--- src/rtl/ucf_defs.svh ---
// constants of the usb-can command packet framer
`ifndef UCF_DEFS_SVH
`define UCF_DEFS_SVH
`define UCF_APB_STATUS   8'h00
`define UCF_APB_CTRL     8'h04
`define UCF_APB_BUFSTAT  8'h08
`define UCF_APB_TICK     8'h0C
`define UCF_REQ_HDR0     8'h55
`define UCF_REQ_HDR1     8'hAA
`define UCF_RSP_HDR0     8'h66
`define UCF_RSP_HDR1     8'hBB
`define UCF_VERSION      8'h01
`define UCF_PKT_MAX      7'd64
`define UCF_REQ_DATA_MAX 8'd53
`define UCF_RSP_DATA_MAX 8'd57
`define UCF_DATA_OFS     7'd6
`define UCF_CMD_SYS      8'h20
`define UCF_CMD_FILT     8'h22
`define UCF_CMD_TX       8'h23
`define UCF_CMD_BITMOD   8'h25
`define UCF_CMD_BUFRD    8'h26
`define UCF_SUB_INFO     8'h01
`define UCF_SUB_TICK     8'h02
`define UCF_SUB_LED      8'h03
`define UCF_SUB_RATE     8'h04
`define UCF_SUB_CRESET   8'h85
`define UCF_ERR_OK       8'h00
`define UCF_ERR_HDR      8'h01
`define UCF_ERR_LEN      8'h02
`define UCF_ERR_SUM      8'h03
`define UCF_ERR_CMD      8'h04
`define UCF_EP_RSP       4'd1
`define UCF_EP_REQ       4'd2
`define UCF_EP_STAT      4'd3
`define UCF_EP_FMB       4'd4
`define UCF_STAT_LEN     4'd8
`define UCF_TICK_NS      100000
`define UCF_CLK_NS       50
`define UCF_TICK_CYC     (`UCF_TICK_NS / `UCF_CLK_NS)
`define UCF_VER_MAJOR    8'h01
`define UCF_VER_MINOR    8'h00
`endif

--- src/rtl/ucf_pkg.sv ---
// types of the usb-can command packet framer
package ucf_pkg;
  typedef enum logic [2:0] {S_IDLE, S_RECV, S_EXEC, S_SEND} ucf_state_t;
  typedef struct packed {
    logic [7:0] data;
    logic       valid;
    logic       last;
  } ucf_byte_t;
  typedef struct packed {
    logic [7:0] quick;
    logic [7:0] rxStat;
    logic [7:0] errFlags;
  } ucf_ctrl_stat_t;
  typedef struct packed {
    ucf_state_t  st;
    logic [6:0]  cnt;
    logic [6:0]  reqLen;
    logic [7:0]  sum;
    logic [7:0]  cmd;
    logic [7:0]  sub;
    logic [7:0]  arg;
    logic [7:0]  err;
    logic [7:0]  rspLen;
    logic [6:0]  sendIdx;
    logic [7:0]  rspSum;
    logic [7:0]  outData;
    logic        outValid;
    logic [2:0]  statIdx;
    logic [7:0]  statData;
    logic        statValid;
    logic [4:0]  ovwCnt;
    logic [2:0]  occ;
    logic        ledOn;
    logic [7:0]  rate;
    logic        ctrlReset;
    logic [31:0] tick;
    logic [12:0] tickDiv;
    logic [31:0] prdata;
    logic        ledApb;
  } ucf_state_s_t;
endpackage

--- src/rtl/ucf_framer.sv ---
// packet layer: request parse, response build, status endpoint and message buffer
`include "ucf_defs.svh"
// Notes on behaviour
// responses leave on bulk-in endpoint 1
// requests arrive on bulk-out endpoint 2
// status packet readable anytime on endpoint 3
// status packet eight bytes, 4-7 reserved
// message buffer readable on endpoint 4; here it is read on bufRdAddr/bufRdData with no endpoint decode
// status byte 0 is quick status
// byte 1 bits 7:6 receive buffer contents
// byte 1 bits 4:3 frame type
// byte 1 bits 2:0 filter match
// status byte 2 mirrors error flags
// overwrite count of slot 2 increments
// byte 3 low bits show slot occupancy
// packets never exceed 64 bytes
// request header 55 AA 01
// command at 4, zero error at 5
// length at 3, data at 6, max 53
// trailing two's complement checksum
// response header 66 BB 01, length
// echo command, error code, max 57 data
// decode the five command categories
// decode system service sub-commands
// exactly one response per request
// bad packets answered with nonzero error
module ucf_framer (
  input  wire logic                  clk,
  input  wire logic                  rst,
  input  wire logic [3:0]            epNum,
  input  wire ucf_pkg::ucf_byte_t    outByte,
  output logic                       outReady,
  input  wire logic                  inReq,
  output ucf_pkg::ucf_byte_t         inByte,
  output ucf_pkg::ucf_byte_t         statByte,
  input  wire logic                  statReq,
  input  wire logic [5:0]            bufRdAddr,
  output logic      [7:0]            bufRdData,
  input  wire logic                  bufWe,
  input  wire logic [5:0]            bufWrAddr,
  input  wire logic [7:0]            bufWrData,
  input  wire logic [2:0]            slotWrite,
  input  wire logic [2:0]            slotRead,
  input  wire ucf_pkg::ucf_ctrl_stat_t ctrlStat,
  output logic                       ledOn,
  output logic      [7:0]            bitRate,
  output logic                       ctrlResetPulse,
  input  wire logic                  psel,
  input  wire logic                  penable,
  input  wire logic                  pwrite,
  input  wire logic [7:0]            paddr,
  input  wire logic [31:0]           pwdata,
  output logic      [31:0]           prdata,
  output logic                       pready,
  output logic                       pslverr
);
  import ucf_pkg::*;

  ucf_state_s_t s_q;
  ucf_state_s_t s_d;
  logic [7:0] b;
  logic [7:0] rspByte;
  logic [7:0] statSel;
  logic [2:0] statNext;
  logic       apbAcc;
  logic       apbHit;
  logic       inPop;

  // ----------------------------------------
  // received-message buffer
  // ----------------------------------------
  ucf_msg_mem u_mem (
    .clk   (clk),
    .we    (bufWe),
    .waddr (bufWrAddr),
    .wdata (bufWrData),
    .raddr (bufRdAddr),
    .rdata (bufRdData)
  );

  assign b        = outByte.data;
  assign outReady = (s_q.st == S_IDLE) || (s_q.st == S_RECV);
  assign inPop    = (s_q.st == S_SEND) && inReq && (epNum == `UCF_EP_RSP) && !s_q.outValid;
  assign apbAcc   = psel && penable;
  assign apbHit   = (paddr == `UCF_APB_STATUS) || (paddr == `UCF_APB_CTRL) ||
                    (paddr == `UCF_APB_BUFSTAT) || (paddr == `UCF_APB_TICK);
  assign pready   = 1'b1;
  assign pslverr  = apbAcc && !apbHit;
  assign prdata   = s_q.prdata;
  assign inByte.data  = s_q.outData;
  assign inByte.valid = s_q.outValid;
  assign inByte.last  = s_q.outValid && (s_q.sendIdx == 7'(s_q.rspLen + 8'd6));
  assign statByte.data  = s_q.statData;
  assign statByte.valid = s_q.statValid;
  assign statByte.last  = s_q.statValid && (s_q.statIdx == 3'd0);
  // index of the byte loaded at the next edge; idle loads byte 0
  assign statNext       = s_q.statValid ? s_q.statIdx + 3'd1 : 3'd0;
  assign ledOn          = s_q.ledOn && s_q.ledApb;
  assign bitRate        = s_q.rate;
  assign ctrlResetPulse = s_q.ctrlReset;

  // ----------------------------------------
  // response byte at the current send index
  // ----------------------------------------
  always_comb begin
    rspByte = 8'h00;
    case (s_q.sendIdx)
      7'd0: rspByte = `UCF_RSP_HDR0;
      7'd1: rspByte = `UCF_RSP_HDR1;
      7'd2: rspByte = `UCF_VERSION;
      7'd3: rspByte = s_q.rspLen;
      7'd4: rspByte = s_q.cmd;
      7'd5: rspByte = s_q.err;
      default: begin
        if (s_q.sendIdx == 7'(s_q.rspLen + 8'd6)) begin
          rspByte = 8'h00 - s_q.rspSum;
        end else if (s_q.cmd == `UCF_CMD_SYS && s_q.sub == `UCF_SUB_INFO) begin
          case (s_q.sendIdx)
            7'd6:  rspByte = 8'h06;
            7'd7:  rspByte = 8'h00; // vendor/product values arbitrary
            7'd8:  rspByte = 8'h00;
            7'd9:  rspByte = 8'h00;
            7'd10: rspByte = 8'h00;
            7'd11: rspByte = `UCF_VER_MAJOR;
            default: rspByte = `UCF_VER_MINOR;
          endcase
        end else if (s_q.cmd == `UCF_CMD_SYS && s_q.sub == `UCF_SUB_TICK) begin
          case (s_q.sendIdx)
            7'd6:  rspByte = 8'h05;
            7'd7:  rspByte = s_q.tick[7:0];
            7'd8:  rspByte = s_q.tick[15:8];
            7'd9:  rspByte = s_q.tick[23:16];
            default: rspByte = s_q.tick[31:24];
          endcase
        end else begin
          rspByte = 8'h01;
        end
      end
    endcase
  end

  // ----------------------------------------
  // status packet byte selection
  // ----------------------------------------
  always_comb begin
    statSel = 8'h00;
    case (statNext)
      3'd0: statSel = ctrlStat.quick;
      3'd1: statSel = ctrlStat.rxStat;
      3'd2: statSel = ctrlStat.errFlags;
      3'd3: statSel = {s_q.ovwCnt, s_q.occ};
      default: statSel = 8'h00;
    endcase
  end

  // ----------------------------------------
  // next state
  // ----------------------------------------
  always_comb begin
    s_d = s_q;
    s_d.ctrlReset = 1'b0;
    s_d.tickDiv = s_q.tickDiv + 13'd1;
    if (s_q.tickDiv == 13'(`UCF_TICK_CYC - 1)) begin
      s_d.tickDiv = 13'd0;
      s_d.tick = s_q.tick + 32'd1;
    end
    // slot bookkeeping; a write in the same cycle as a read wins
    for (int i = 0; i < 3; i++) begin
      if (slotWrite[i]) begin
        s_d.occ[i] = 1'b1;
      end else if (slotRead[i]) begin
        s_d.occ[i] = 1'b0;
      end
    end
    if (slotWrite[2] && s_q.occ[2] && !slotRead[2]) begin
      s_d.ovwCnt = s_q.ovwCnt + 5'd1;
    end
    // status endpoint serialiser, answered from any state
    if (s_q.statValid) begin
      s_d.statIdx = s_q.statIdx + 3'd1;
      s_d.statValid = (s_q.statIdx != 3'd7);
      s_d.statData = statSel;
    end else if (statReq && epNum == `UCF_EP_STAT) begin
      s_d.statValid = 1'b1;
      s_d.statIdx = 3'd0;
      s_d.statData = statSel;
    end
    s_d.outValid = 1'b0;
    case (s_q.st)
      S_IDLE: begin
        if (outByte.valid && epNum == `UCF_EP_REQ) begin
          s_d.st = S_RECV;
          s_d.cnt = 7'd1;
          s_d.sum = b;
          s_d.err = (b == `UCF_REQ_HDR0) ? `UCF_ERR_OK : `UCF_ERR_HDR;
          s_d.cmd = 8'h00;
          s_d.reqLen = 7'd0;
          if (outByte.last) begin
            s_d.st = S_EXEC;
            s_d.err = `UCF_ERR_LEN;
          end
        end
      end
      S_RECV: begin
        if (outByte.valid) begin
          s_d.cnt = s_q.cnt + 7'd1;
          s_d.sum = s_q.sum + b;
          if (s_q.err == `UCF_ERR_OK) begin
            if (s_q.cnt == 7'd1 && b != `UCF_REQ_HDR1) s_d.err = `UCF_ERR_HDR;
            if (s_q.cnt == 7'd2 && b != `UCF_VERSION) s_d.err = `UCF_ERR_HDR;
            if (s_q.cnt == 7'd3) begin
              s_d.reqLen = 7'(b);
              if (b > `UCF_REQ_DATA_MAX) s_d.err = `UCF_ERR_LEN;
            end
            if (s_q.cnt == 7'd5 && b != 8'h00) s_d.err = `UCF_ERR_HDR;
            if (s_q.cnt == `UCF_PKT_MAX - 7'd1 && !outByte.last) s_d.err = `UCF_ERR_LEN;
          end
          if (s_q.cnt == 7'd4) s_d.cmd = b;
          if (s_q.cnt == `UCF_DATA_OFS) s_d.sub = b;
          if (s_q.cnt == `UCF_DATA_OFS + 7'd1) s_d.arg = b;
          if (outByte.last) begin
            s_d.st = S_EXEC;
            if (s_q.err == `UCF_ERR_OK) begin
              if (s_q.cnt != s_q.reqLen + 7'd6 || s_q.cnt < 7'd6) begin
                s_d.err = `UCF_ERR_LEN;
              end else if ((s_q.sum + b) != 8'h00) begin
                s_d.err = `UCF_ERR_SUM;
              end
            end
          end
        end
      end
      S_EXEC: begin
        s_d.st = S_SEND;
        s_d.sendIdx = 7'd0;
        s_d.rspLen = 8'd0;
        if (s_q.err == `UCF_ERR_OK) begin
          if (s_q.cmd == `UCF_CMD_SYS) begin
            if (s_q.sub == `UCF_SUB_INFO) begin
              s_d.rspLen = 8'd7;
            end else if (s_q.sub == `UCF_SUB_TICK) begin
              s_d.rspLen = 8'd5;
            end else if (s_q.sub == `UCF_SUB_LED) begin
              s_d.rspLen = 8'd1;
              s_d.ledOn = s_q.arg[0];
            end else if (s_q.sub == `UCF_SUB_RATE) begin
              s_d.rspLen = 8'd1;
              s_d.rate = s_q.arg;
            end else if (s_q.sub == `UCF_SUB_CRESET) begin
              s_d.ctrlReset = 1'b1;
            end else begin
              s_d.err = `UCF_ERR_CMD;
            end
          end else if (s_q.cmd != `UCF_CMD_FILT && s_q.cmd != `UCF_CMD_TX &&
                       s_q.cmd != `UCF_CMD_BITMOD && s_q.cmd != `UCF_CMD_BUFRD) begin
            s_d.err = `UCF_ERR_CMD;
          end
        end
        if (s_d.rspLen > `UCF_RSP_DATA_MAX) s_d.rspLen = `UCF_RSP_DATA_MAX;
        s_d.rspSum = `UCF_RSP_HDR0 + `UCF_RSP_HDR1 + `UCF_VERSION;
      end
      S_SEND: begin
        if (inPop) begin
          s_d.outValid = 1'b1;
          s_d.outData = rspByte;
          s_d.rspSum = (s_q.sendIdx < 7'(s_q.rspLen + 8'd6) && s_q.sendIdx > 7'd2) ?
                       s_q.rspSum + rspByte : s_q.rspSum;
        end
        if (s_q.outValid) begin
          if (s_q.sendIdx == 7'(s_q.rspLen + 8'd6)) begin
            s_d.st = S_IDLE;
          end
          s_d.sendIdx = s_q.sendIdx + 7'd1;
        end
      end
      default: s_d.st = S_IDLE;
    endcase
    // register bus
    if (apbAcc && pwrite && paddr == `UCF_APB_CTRL) begin
      s_d.ledApb = pwdata[0];
    end
    if (psel && !penable && !pwrite) begin
      if (paddr == `UCF_APB_STATUS) begin
        s_d.prdata = {ctrlStat.errFlags, ctrlStat.rxStat, ctrlStat.quick, s_q.ovwCnt, s_q.occ};
      end else if (paddr == `UCF_APB_CTRL) begin
        s_d.prdata = {23'h0, s_q.rate, s_q.ledApb};
      end else if (paddr == `UCF_APB_BUFSTAT) begin
        s_d.prdata = {21'h0, 3'(s_q.st), s_q.ovwCnt, s_q.occ};
      end else if (paddr == `UCF_APB_TICK) begin
        s_d.prdata = s_q.tick;
      end else begin
        s_d.prdata = 32'h0000_0000;
      end
    end
    if (rst) begin
      s_d = '0;
      s_d.st = S_IDLE;
      s_d.ledOn = 1'b1;
      s_d.ledApb = 1'b1;
      s_d.rate = 8'h07;
    end
  end

  always_ff @(posedge clk) begin
    s_q <= s_d;
  end

  // ----------------------------------------
  // checks
  // ----------------------------------------
  a_ovw_count: assert property (@(posedge clk) disable iff (rst)
    (slotWrite[2] && s_q.occ[2] && !slotRead[2]) |=> (s_q.ovwCnt == $past(s_q.ovwCnt) + 5'd1))
    else $error("overwrite count did not step");
  a_occ_set: assert property (@(posedge clk) disable iff (rst)
    slotWrite[0] |=> s_q.occ[0])
    else $error("slot 0 not marked occupied");
  a_rsp_hdr: assert property (@(posedge clk) disable iff (rst)
    (inByte.valid && s_q.sendIdx == 7'd0) |-> inByte.data == `UCF_RSP_HDR0)
    else $error("response header wrong");
  a_stat_len: assert property (@(posedge clk) disable iff (rst)
    (statReq && epNum == `UCF_EP_STAT && !statByte.valid) |=> statByte.valid [*8] ##1 !statByte.valid)
    else $error("status packet not eight bytes");
  a_stat_rsvd: assert property (@(posedge clk) disable iff (rst)
    (statByte.valid && s_q.statIdx > 3'd3) |-> statByte.data == 8'h00)
    else $error("reserved status byte nonzero");
  a_bad_hdr: assert property (@(posedge clk) disable iff (rst)
    (s_q.st == S_IDLE && outByte.valid && epNum == `UCF_EP_REQ && b != `UCF_REQ_HDR0)
      |=> s_q.err != `UCF_ERR_OK)
    else $error("bad header not flagged");
  a_exec_once: assert property (@(posedge clk) disable iff (rst)
    s_q.st == S_EXEC |=> s_q.st == S_SEND)
    else $error("request not answered");
  a_no_accept: assert property (@(posedge clk) disable iff (rst)
    (s_q.st == S_SEND) |-> !outReady)
    else $error("request accepted during response");
  a_rsp_echo: assert property (@(posedge clk) disable iff (rst)
    (inByte.valid && s_q.sendIdx == 7'd4) |-> inByte.data == s_q.cmd)
    else $error("command not echoed");
  a_rsp_last: assert property (@(posedge clk) disable iff (rst)
    (inByte.valid && inByte.last) |=> s_q.st == S_IDLE)
    else $error("response did not end on its checksum byte");
  a_stat_first: assert property (@(posedge clk) disable iff (rst)
    (statReq && epNum == `UCF_EP_STAT && !statByte.valid) |=> statByte.data == $past(ctrlStat.quick))
    else $error("status byte 0 not the quick status");
  c_request: cover property (@(posedge clk) s_q.st == S_EXEC && s_q.err == `UCF_ERR_OK);
  c_bad_sum: cover property (@(posedge clk) s_q.st == S_EXEC && s_q.err == `UCF_ERR_SUM);
  c_status: cover property (@(posedge clk) statByte.last);
  c_ovw: cover property (@(posedge clk) s_q.ovwCnt == 5'd2);
endmodule

--- src/rtl/ucf_msg_mem.sv ---
// small byte memory holding the received-message buffer
module ucf_msg_mem (
  input  wire logic       clk,
  input  wire logic       we,
  input  wire logic [5:0] waddr,
  input  wire logic [7:0] wdata,
  input  wire logic [5:0] raddr,
  output logic      [7:0] rdata
);
  logic [7:0] mem [0:63];
  always_ff @(posedge clk) begin
    if (we) begin
      mem[waddr] <= wdata;
    end
    rdata <= mem[raddr];
  end
endmodule

--- config.mk ---
export PLATFORM = sky130hd
export DESIGN_NAME = ucf_framer
export DESIGN_NICKNAME = d
export VERILOG_FILES = /design/src/rtl/ucf_pkg.sv /design/src/rtl/ucf_framer.sv /design/src/rtl/ucf_msg_mem.sv
export VERILOG_INCLUDE_DIRS = /design/src /design/src/rtl
export SDC_FILE = /design/constraint.sdc
export NUM_CORES = 1
export LEC_CHECK = 0
export ABC_AREA = 1
export BUFFER_PORTS_ARGS = -buffer_cell sky130_fd_sc_hd__buf_4
export CORE_MARGIN = 2
export CORE_UTILIZATION = 42
export CTS_BUF_LIST = sky130_fd_sc_hd__clkbuf_16
export CTS_CLUSTER_DIAMETER = 150
export CTS_CLUSTER_SIZE = 20
export DETAILED_ROUTE_END_ITERATION = 10
export PLACE_DENSITY = 0.57
export REMOVE_ABC_BUFFERS = 1
export SETUP_SLACK_MARGIN = 0.3
export SYNTH_ARGS = -nofsm -noshare
export SYNTH_HDL_FRONTEND = slang
export SYNTH_SLANG_ARGS = --single-unit
--- constraint.sdc ---
create_clock -name clk -period 4.14 [get_ports clk]
set_input_delay 0.207 -clock clk [delete_from_list [all_inputs] [get_ports clk]]
set_output_delay 0.207 -clock clk [all_outputs]
set_load 0.05 [all_outputs]
==> results of run 1 <==
==> what timing repair did <==
action                                 4_1_cts  5_1_grt
gates resized for setup                      0        0
endpoints found under the hold margin       36        0
setup endpoints to repair                    0        0
hold buffers                                34        0
buffers inserted                             0        0
==> worst register-to-register path: cells and delay by family, from the launching register on <==
family	cells	cell delay [ns]
adders and majority gates	4	1.17
DFF	1	0.41
AOI/OAI and AO/OA	5	0.53
buffers and inverters	4	0.35
and+or+nand+nor	9	0.86
==> per-layer routing <==
metal	GRT usage (%)	wire length, um
met4	7.240	2709
met5	0	0
met3	2.827	5904
met1	30.17	38630
met2	37.56	42250
==> sequential cells by signal, indices dropped and copies added (netlist names) <==
signal	cells
inByte	9
s_q	132
ctrlResetPulse	1
statByte	9
u_mem.rdata	8
u_mem.mem	512
bitRate	8
prdata	32
==> metrics by stage <==
| stage | util, % | worst slack (ns) |
|---|---|---|
| after floorplan | - | 0.3845 |
| after global placement | 44.25 | 0.7592 |
| after detailed placement | 44.25 | 0.7424 |
| after CTS | 46.28 | 0.6964 |
| after global routing | 46.28 | 0.3353 |
| final | 46.28 | 0.7065 |
==> cell type report <==
cell class | count | area [um^2]
multi-input cells | 2021 | 10500
well taps | 978 | 1224
clock inverters | 29 | 142.6
repair buffers | 215 | 1765
inverters | 248 | 935.9
flip-flops and latches | 711 | 19360
fillers | 7138 | 40590
clock buffers | 42 | 1051
==> cell families after synthesis <==
kind of cell / share of synthesized area, %
fa+ha+maj: 1.773
flops: 60.68
other cells: 0.01175
buf+inv: 6.420
simple gates: 14.87
xor+xnor: 0.8785
compound gates: 15.36
==> cell usage after synthesis, types with 6 or more instances <==
master      n
nor2_1    532
edfxtp_1  512
o21ai_0   426
nand2_1   245
inv_1     230
dfxtp_1   199
a21oi_1   160
o22ai_1   146
nand3_1   110
clkbuf_1  104
buf_4      66
nor3_1     54
o211ai_1   48
ha_1       42
nand4_1    42
buf_2      38
o221ai_1   28
xor2_1     23
nor4_1     21
nor2_2     17
a211oi_1   16
o21ai_1    15
inv_2      12
xnor2_1     9
nand2_2     7
clkinv_1    6
nor3_2      6
==> final timing paths <==
check | slack [ns] | end | depth (start not counted)
hold reg to reg | 0.46 | s_q[33]$_SDFF_PP0_ | 1
setup reg to reg | 0.71 | s_q[123]$_SDFFE_PP0P_ | 22
setup / recovery | 0.71 | s_q[123]$_SDFFE_PP0P_ | 22
hold / removal | 0.03 | statByte[2]$_SDFFE_PP0P_ | 5
==> where the power goes <==
part | internal [mW] | switching, mW | total [mW]
clock | 1.86 | 2.35 | 4.21
combinational | 0.677 | 1.50 | 2.18
sequential | 7.80 | 0.145 | 7.94
==> metrics.md, run 1 <==
| Metric | Value |
|---|---|
| Status | complete, no violations |
| Clk root buf | clkbuf_16 |
| Total power | 14.34 mW |
| Clock Tree Buf Depth | 3 |
| Final period util | between 80 and 90% |
| Post-synthesis sequential area ratio | 60.68% |
| Initial Util | between 40% and 50% |
| Final setup TNS | 0 ns |
| Worst clock skew | approximately 0.023 ns |
| Layout Area Growth over Synthesis | 9.640% |
| Main flop type after synthesis | edfxtp_1 |
| Fin nets | 3,394 |
| Max IR drop VDD | 0.0003965 V |
| Largest net degree at the start of global routing | 129 |
| First-pass GRT wire length | ~140,000 um |
| Final hold violations | 0 |
| Post-Layout Inst Area | roughly 35,000 um^2 |
| Crit. End Element | flop |
| Depth of the CTS H-tree | 2 |
| # clock sinks | approximately 700 |
| DIE HEIGHT | approximately 280 um |
| DRT antenna net count | 0 |
| Crit path kind | flop to flop |
| Drt wl/cell | approximately 21 um |
| CTS tree | yes |
| Synth area leaders | edfxtp_1 48%, dfxtp_1 12%, o21ai_0 6.7% |
| Final WL | roughly 90,000 um |
| DRT Pass-1 Iters | 6 |
| DRC Markers | 0 |
| Worst path bufs/invs | 4 |
| Post-synth top area share | 48.19% |
| Crit. Startpoint | s_q[133]$_SDFFE_PP0P_ |
| CP max stage cell | dfxtp_1 |
| Critical path required time | roughly 4.6 ns |
| Die width | roughly 280 um |
| Antenna diodes | 0 |
| Reg clk slew, reported paths | about 0.1 ns |
| Routability cong. | 0.9057 |
| GR Util All Layers | 22.39% |
| Worst skew pair latency | a little over 0.6 ns |
| Congestion Overflow GR | 0 |
| Crit path time final | approximately 3.4 ns |
| CP top delay family | adder cells |
| Power density over cell area | between 400 and 500 nW/um^2 |
| Pleak | 12.20 nW |
| Syn_area_per_cell | ~10 um^2 |
| Kind of start point of the critical path | flop |
| Setup violators final | 0 |
| Worst Hold Class | input pin to flop |
| FP Rows | just over 100 |
| Mapped cell area | about 32,000 um^2 |
| Most used cell along the critical path | nand2_1 |
| Final max-slew violation count | 0 |
| Via density | 5.664 |
| Async set or reset register ratio after synthesis | 0% |
| YS warnings | 0 |
| Num ports | 185 |
| CP Cell Sequence | inv_1, ha_1, ha_1, nand2_1, nor3_1, nand2_2, inv_2, a21oi_1, nand2_1, nand2_1, inv_1, ha_1, inv_1, fa_1, o211ai_1, nand2_1, nand2_1, nand2_1, nand2_1, a21oi_1, o21ai_0, a21oi_1 |
| Worst-margin pin slew | 1.214 ns |
| Hpwl dp | between 50,000 and 60,000 um |
| Post-synth EDFFs | 512 |
| Finished Layout Cells | between 4,000 and 5,000 |
| CP max stage delay | 0.41 ns |
| Post-synthesis instance total | ~3,200 |
| Port buffer count | around 150 |
| Post-synth top area cell | edfxtp_1 |
| CORE AREA | around 76,000 um^2 |
| Worst EP arrival | between 3 and 4 ns |
| Flops & latches, synth | about 710 |
| CTS Buf Count | 41 |
| Commonest non-fill, non-tap cell in the layout | nor2_1 |
| Worst r2r src | s_q[133]$_SDFFE_PP0P_ |
| Commonest cells after routing, fill and taps aside | 532 x nor2_1, 512 x edfxtp_1, 426 x o21ai_0 |
| Layout cell share with drive strength beyond 1 | between 9 and 10% |
| Crit-path max FO | 9 |
| DP Cell Count | ~4,100 |
| Max_cap viols | 0 |
| 1st-iter DRT viols | 2,194 |
| Die area | roughly 80,000 um^2 |
| RSZ-0062 raised after global routing | false |
| Vias in the first global route | between 20,000 and 25,000 |
| Area after DPL | 33,440 um^2 |
| Initial antenna violation count | 0 |
| Post-synth cell types | 60 |
| Hold_ws | ~0.032 ns |
| Slew HR | 18.99% |
| FMAX | between 0.2 and 0.3 GHz |
| Vias | 24,040 |
| HP Start | ctrlStat[8] |
Note: power is estimated with default switching activity, not from simulation.
==> run 2: changes to the inputs <==
--- a/config.mk
+++ b/config.mk
@@ -14,7 +14,7 @@
 export CTS_CLUSTER_DIAMETER = 150
 export CTS_CLUSTER_SIZE = 20
 export DETAILED_ROUTE_END_ITERATION = 10
-export PLACE_DENSITY = 0.57
+export PLACE_DENSITY = 0.59
 export REMOVE_ABC_BUFFERS = 1
 export SETUP_SLACK_MARGIN = 0.3
 export SYNTH_ARGS = -nofsm -noshare
==> constraint.sdc (replaced) <==
create_clock -name clk -period 2.75 [get_ports clk]
set_input_delay 0.1375 -clock clk [delete_from_list [all_inputs] [get_ports clk]]
set_output_delay 0.1375 -clock clk [all_outputs]
set_load 0.05 [all_outputs]
==> metrics.md, run 2 (same netlist as run 1, synthesis figures left out) <==
| Metric | Value |
|---|---|
| DIE HEIGHT | 279.6 um (unchanged) |
| Crit. End Element | flop |
| Die width | 279.6 um (unchanged) |
| Num ports | 185 (unchanged) |
| Pre-CTS WS | -0.4778 ns (-1.220 ns) |
| Drt wl/cell | 20.51 um (-2.7%) |
| Worst EP arrival | 3.50 ns (-0.43 ns) |
| Layout Area Growth over Synthesis | 17.08% |
| DRT antenna net count | 0 (unchanged) |
| Crit-path max FO | 3 (-6) |
| GR Util All Layers | 22.81% (+0.42 points) |
| Routability cong. | 0.9248 (+2.1%) |
| Port buffer count | 152 (unchanged) |
| Clock Tree Buf Depth | 3 (unchanged) |
| Max IR drop VDD | 0.0005544 V (+40%) |
| Seq pwr share | 54.2% (-1.2 points) |
| Initial antenna violation count | 0 (unchanged) |
| Commonest non-fill, non-tap cell in the layout | nor2_1 |
| HP Start | epNum[1] |
| Die area | 78,180 um^2 (unchanged) |
| Fin nets | 3,613 (+6.5%) |
| Antenna diodes | 0 (unchanged) |
| Congestion Overflow GR | 0 (unchanged) |
| Failing checks | setup timing |
| Critical path required time | 3.30 ns (-1.34 ns) |
| Post-Layout Inst Area | 37,350 um^2 (+6.8%) |
| DP Cell Count | 4,312 (+4.2%) |
| Vias | 24,550 (+2.1%) |
| Sw frac | 28.10% (+0.23 points) |
| Final setup TNS | -0.9855 ns (-0.9855 ns) |
| Layout cell share with drive strength beyond 1 | 17.13% (+7.9 points) |
| Setup violators final | 7 (+7) |
| Fin util | 49.42% (+3.1 points) |
| FMAX | 0.3394 GHz (+17%) |
| Slew HR | 42.10% (+23 points) |
| Area after DPL | 34,820 um^2 (+4.1%) |
| Final max-slew violation count | 0 (unchanged) |
| Commonest cells after routing, fill and taps aside | 525 x nor2_1, 512 x edfxtp_1, 421 x o21ai_0 |
| Int Power | 15.88 mW (+54%) |
| Hold_ws | 0.02154 ns (-0.01085 ns) |
| Hpwl dp | 59,400 um (+3.4%) |
| Largest Register | u_mem.mem |
| Clock network power share | 28.7% (-0.7 points) |
| Worst r2r src | s_q[125]$_SDFFE_PP0P_ |
| Crit path kind | flop to flop |
| CTS Buf Count | 41 (unchanged) |
| RSZ-0062 raised after global routing | true |
| Pleak | 13.38 nW (+9.7%) |
| Reg2reg setup slack | -0.20 ns (-0.90 ns) |
| Clk root buf | clkbuf_16 |
| Largest net degree at the start of global routing | 129 (unchanged) |
| Multi-input logic area | 11,020 um^2 (+5.0%) |
| Power density over cell area | 591.5 nW/um^2 (+44%) |
| Status | finished, violations left |
| Depth of the CTS H-tree | 2 (unchanged) |
| Kind of start point of the critical path | flop |
| Logic pwr share | 17.2% (+2.0 points) |
| Worst Hold Class | input pin to flop |
| Final WL | 91,550 um (+2.3%) |
| # clock sinks | 711 (unchanged) |
| Reg-to-Reg End | inByte[4]$_SDFFE_PP0P_ |
| Final worst slack | -0.1961 ns (-0.9025 ns) |
| Worst hold path endpoint | s_q[187]$_SDFFE_PP0P_ |
| Total power | 22.09 mW (+54%) |
| 1st-iter DRT viols | 2,089 (-4.8%) |
| Via density | 5.500 (-2.9%) |
| WHS Path Cells | 4 (-1) |
| First-pass GRT wire length | 138,600 um (+1.7%) |
| Reg clk slew, reported paths | 0.09 ns (about the same) |
| Worst clock skew | 0.02463 ns (+0.002039 ns) |
| Worst-margin pin slew | 0.8675 ns (-0.3463 ns) |
| DRC Markers | 0 (unchanged) |
| Register-to-Register Path Depth | 19 (-14%) |
| Largest register FFs | 512 (unchanged) |
| Final period util | 107.1% (+24 points) |
| Crit path time final | 2.946 ns (-0.4875 ns) |
| CORE AREA | 75,570 um^2 (unchanged) |
| CTS tree | yes |
| Vias in the first global route | 23,150 (-0.49%) |
| Max_cap viols | 0 (unchanged) |
| FP Rows | 101 (unchanged) |
| Final hold violations | 0 (unchanged) |
| DRT Pass-1 Iters | 7 (+1) |
| Layout fillers | 6,928 (-2.9%) |
| Initial Util | 42.21% (unchanged) |
| Flip-flop and latch area | 19,370 um^2 (about the same) |
| Finished Layout Cells | 4,463 (+5.2%) |
| Sw power | 6.208 mW (+55%) |
| Worst skew pair latency | 0.61 ns (about the same) |
[run 2: cell count changes in the layout (fill, tap and decap cells not counted), sizes merged]
| cell | before | now |
|---|---|---|
| buf | 181 | 388 |
| dlygate4sd3 | 34 | 46 |
[run 2: repair_timing]
item	4_1_cts	5_1_grt
resized for setup	74	67
hold buffers	46	0
endpoints found under the hold margin	64	0
buffers inserted	26	8
pin swaps	48	37
endpoints found under the setup margin	10	17
[run 2: power groups by stage]
stage / logic [mW] / clock network [mW] / registers [mW]
global placement: 3.52 / 0 / 12.2
finish: 3.79 / 6.33 / 12.0
CTS: 3.64 / 6.50 / 12.0
floorplan: 1.89 / 0 / 12.3
detailed placement: 3.50 / 0 / 12.2
global route: 4.15 / 6.81 / 12.0
[run 2: how the worst max path moves through the flow]
stage / from / end / slack [ns] / cells after the start
4_1_cts: s_q[134]$_SDFFE_PP0P_ / s_q[123]$_SDFFE_PP0P_ / -0.17 / 22
3_5_place_dp: s_q[133]$_SDFFE_PP0P_ / s_q[122]$_SDFFE_PP0P_ / -0.48 / 22
3_3_place_gp: s_q[133]$_SDFFE_PP0P_ / s_q[122]$_SDFFE_PP0P_ / -0.42 / 22
2_1_floorplan: penable / prdata[10]$_SDFFE_PP0P_ / -0.94 / 5
5_1_grt: s_q[126]$_SDFFE_PP0P_ / s_q[124]$_SDFFE_PP0P_ / -0.36 / 24
6_report: s_q[125]$_SDFFE_PP0P_ / inByte[4]$_SDFFE_PP0P_ / -0.20 / 19
[run 2: critical path, cell delays in order (launching register included)]
cell and delay, ns:
dfxtp_2 0.37, buf_4 0.13, ha_4 0.15, inv_2 0.05
nor3_2 0.23, inv_2 0.10, buf_4 0.15, o2111ai_1 0.24
nand2_2 0.11, buf_4 0.15, buf_4 0.12, buf_4 0.12
buf_4 0.12, buf_4 0.12, buf_4 0.12, buf_4 0.13
buf_4 0.12, buf_4 0.12, buf_4 0.13, a21oi_1 0.10
[run 2: final cells by class]
cell class,instances,area share [%]
clock inverter,29,0.3886
timing repair buffer,434,9.604
tap,978,3.276
multi-input combinational,2021,29.51
clock buffer,42,2.814
inverter,248,2.536
sequential,711,51.87
[run 2: layer usage]
layer,routed length [um],share of wire [%],GRT usage [%],vias up
li1,-,-,-,11800
met1,41190,45,32.38,11830
met2,42570,46,37.11,782
met3,5163,5.6,2.444,135
met4,2626,2.9,6.472,0
met5,0,0,0,-
==> run 3: changes to the inputs <==
--- a/config.mk
+++ b/config.mk
@@ -7,7 +7,7 @@
 export NUM_CORES = 1
 export LEC_CHECK = 0
 export ABC_AREA = 1
-export BUFFER_PORTS_ARGS = -buffer_cell sky130_fd_sc_hd__buf_4
+export BUFFER_PORTS_ARGS = -buffer_cell sky130_fd_sc_hd__buf_2
 export CORE_MARGIN = 2
 export CORE_UTILIZATION = 42
 export CTS_BUF_LIST = sky130_fd_sc_hd__clkbuf_16
==> metrics.md, run 3 (same netlist as run 1, synthesis figures left out) <==
| Metric | Value |
|---|---|
| Die width | 279.6 um (unchanged) |
| DRC Markers | 0 (unchanged) |
| Largest register FFs | 512 (unchanged) |
| RSZ-0062 raised after global routing | true |
| Crit. Startpoint | s_q[133]$_SDFFE_PP0P_ |
| Largest net degree at the start of global routing | 65 (-50%) |
| Max IR drop VDD | 0.0005821 V (+5.0%) |
| Failing checks | setup timing |
| Status | finished, violations left |
| Critical path required time | 3.26 ns (-0.04 ns) |
| 1st-iter DRT viols | 2,252 (+7.8%) |
| CTS tree | yes |
| Depth of the CTS H-tree | 2 (unchanged) |
| Register-to-Register Path Depth | 21 (+2) |
| Area after DPL | 34,690 um^2 (-0.38%) |
| Power density over cell area | 596.1 nW/um^2 (+0.78%) |
| Slew HR | 26.93% (-15 points) |
| Fin util | 48.94% (-0.48 points) |
| Vias | 24,740 (+0.80%) |
| Antenna diodes | 0 (unchanged) |
| Hpwl dp | 62,030 um (+4.4%) |
| Hold_ws | 0.04418 ns (+0.02264 ns) |
| CORE AREA | 75,570 um^2 (unchanged) |
| Setup violators final | 5 (-2) |
| Kind of start point of the critical path | flop |
| Crit path time final | 2.904 ns (-0.04183 ns) |
| Worst skew pair latency | 0.62 ns (about the same) |
| Routability cong. | 0.9897 (+7.0%) |
| Final worst slack | -0.1542 ns (+0.04183 ns) |
| Crit path kind | flop to flop |
| Clk root buf | clkbuf_16 |
| Reg2reg setup slack | -0.15 ns (+0.04 ns) |
| First-pass GRT wire length | 138,400 um (-0.12%) |
| Num ports | 185 (unchanged) |
| Pleak | 13.35 nW (-0.21%) |
| Initial Util | 42.21% (unchanged) |
| # clock sinks | 711 (unchanged) |
| Reg-to-Reg End | s_q[124]$_SDFFE_PP0P_ |
| FP Rows | 101 (unchanged) |
| Reg clk slew, reported paths | 0.09 ns (about the same) |
| Layout cell share with drive strength beyond 1 | 17.15% (+0.018 points) |
| Port buffer count | 152 (unchanged) |
| Largest Register | u_mem.mem |
| Via density | 5.534 (+0.62%) |
| Worst EP arrival | 3.41 ns (-0.09 ns) |
| Crit-path max FO | 5 (+2) |
| Vias in the first global route | 23,350 (+0.86%) |
| HP Start | outByte[3] |
| Max_cap viols | 0 (unchanged) |
| Initial antenna violation count | 1 (+1) |
| GR Util All Layers | 22.77% (-0.033 points) |
| Commonest cells after routing, fill and taps aside | 523 x nor2_1, 512 x edfxtp_1, 422 x o21ai_0 |
| CTS Buf Count | 41 (unchanged) |
| DIE HEIGHT | 279.6 um (unchanged) |
| Worst Hold Class | input pin to flop |
| Clock Tree Buf Depth | 3 (unchanged) |
| Post-Layout Inst Area | 36,990 um^2 (-0.97%) |
| Final WL | 91,050 um (-0.54%) |
| Worst clock skew | 0.02737 ns (+0.002738 ns) |
| Final hold violations | 0 (unchanged) |
| Worst-margin pin slew | 1.096 ns (+0.2286 ns) |
| Final max-slew violation count | 0 (unchanged) |
| Congestion Overflow GR | 0 (unchanged) |
| DRT antenna net count | 0 (unchanged) |
| Commonest non-fill, non-tap cell in the layout | nor2_1 |
| Crit. End Element | flop |
| Drt wl/cell | 20.36 um (-0.72%) |
| Fin nets | 3,621 (+0.22%) |
| Worst r2r src | s_q[133]$_SDFFE_PP0P_ |
| Die area | 78,180 um^2 (unchanged) |
| DRT Pass-1 Iters | 5 (-2) |
| Worst hold path endpoint | s_q[149]$_SDFFE_PP0P_ |
| FMAX | 0.3443 GHz (+1.4%) |
| Final period util | 105.6% (-1.5 points) |
| WHS Path Cells | 3 (-1) |
| Layout Area Growth over Synthesis | 15.94% |
## run 3: cell count changes in the layout (fill, tap and decap cells not counted), sizes merged
cell,previous run,this run
clkbuf,42,41
inv,270,271
dlygate4sd3,46,47
buf,388,395
## run 3: area by class of cell
| class | instances | area (um^2) |
|---|---|---|
| inverter | 248 | 947.2 |
| tap | 978 | 1224 |
| sequential | 711 | 19370 |
| timing repair buffer | 442 | 3256 |
| fill | 6933 | 38580 |
| clock inverter | 30 | 175.2 |
| clock buffer | 41 | 1026 |
| multi-input combinational | 2021 | 10980 |
## run 3: critical path, stage by stage, from the launching register on
cell and delay [ns]:
dfxtp_2 0.34, inv_2 0.05, ha_4 0.24, ha_4 0.28, nand2_4 0.05, nor3_4 0.14, nand2_2 0.11, buf_6 0.15
nand3_2 0.06, o211ai_1 0.15, and2_4 0.21, ha_4 0.29, nand2_2 0.05, inv_1 0.04, nand4_1 0.12, nand3_2 0.11
xor2_2 0.16, inv_1 0.06, nand3_1 0.06, nand3_1 0.06, nand2_1 0.07, inv_1 0.03
## run 3: layer usage
layer  vias up  routed length, um  track usage [%]
met5         -                 11                0
met4         2               3259            8.076
met3       161               5429            2.435
met2       864              41850            36.95
met1     11890              40510            31.78
li1      11820                  -                -
## run 3: worst max path at each step
stage / to / cells past startpoint
CTS: s_q[123]$_SDFFE_PP0P_ / 22
detailed placement: s_q[123]$_SDFFE_PP0P_ / 22
finish: s_q[124]$_SDFFE_PP0P_ / 21
global placement: s_q[123]$_SDFFE_PP0P_ / 22
floorplan: prdata[10]$_SDFFE_PP0P_ / 5
global route: s_q[124]$_SDFFE_PP0P_ / 24
## run 3: where the power goes
group	total (mW)	switching, mW	internal (mW)
combinational	3.76	2.45	1.31
sequential	12.0	0.218	11.7
clock	6.33	3.56	2.77
## run 3: timing repair
| action | in CTS | in global routing |
|---|---|---|
| pin swaps | 43 | 36 |
| buffers inserted | 8 | 4 |
| hold endpoints to repair | 66 | 0 |
| gates resized for setup | 66 | 62 |
| setup endpoints to repair | 8 | 17 |
| hold buffers | 47 | 0 |
## run 3: metrics by stage
stage	total power [mW]	std cells	setup TNS (ns)	setup WS [ns]
finish	22.05	4471	-0.5092	-0.1542
global route	22.97	4471	-1.527	-0.3516
CTS	22.06	4467	-0.6354	-0.2033
detailed placement	15.69	4341	-2.054	-0.4359
global placement	15.70	4341	-1.985	-0.4455
floorplan	14.17	2980	-21.05	-0.9360
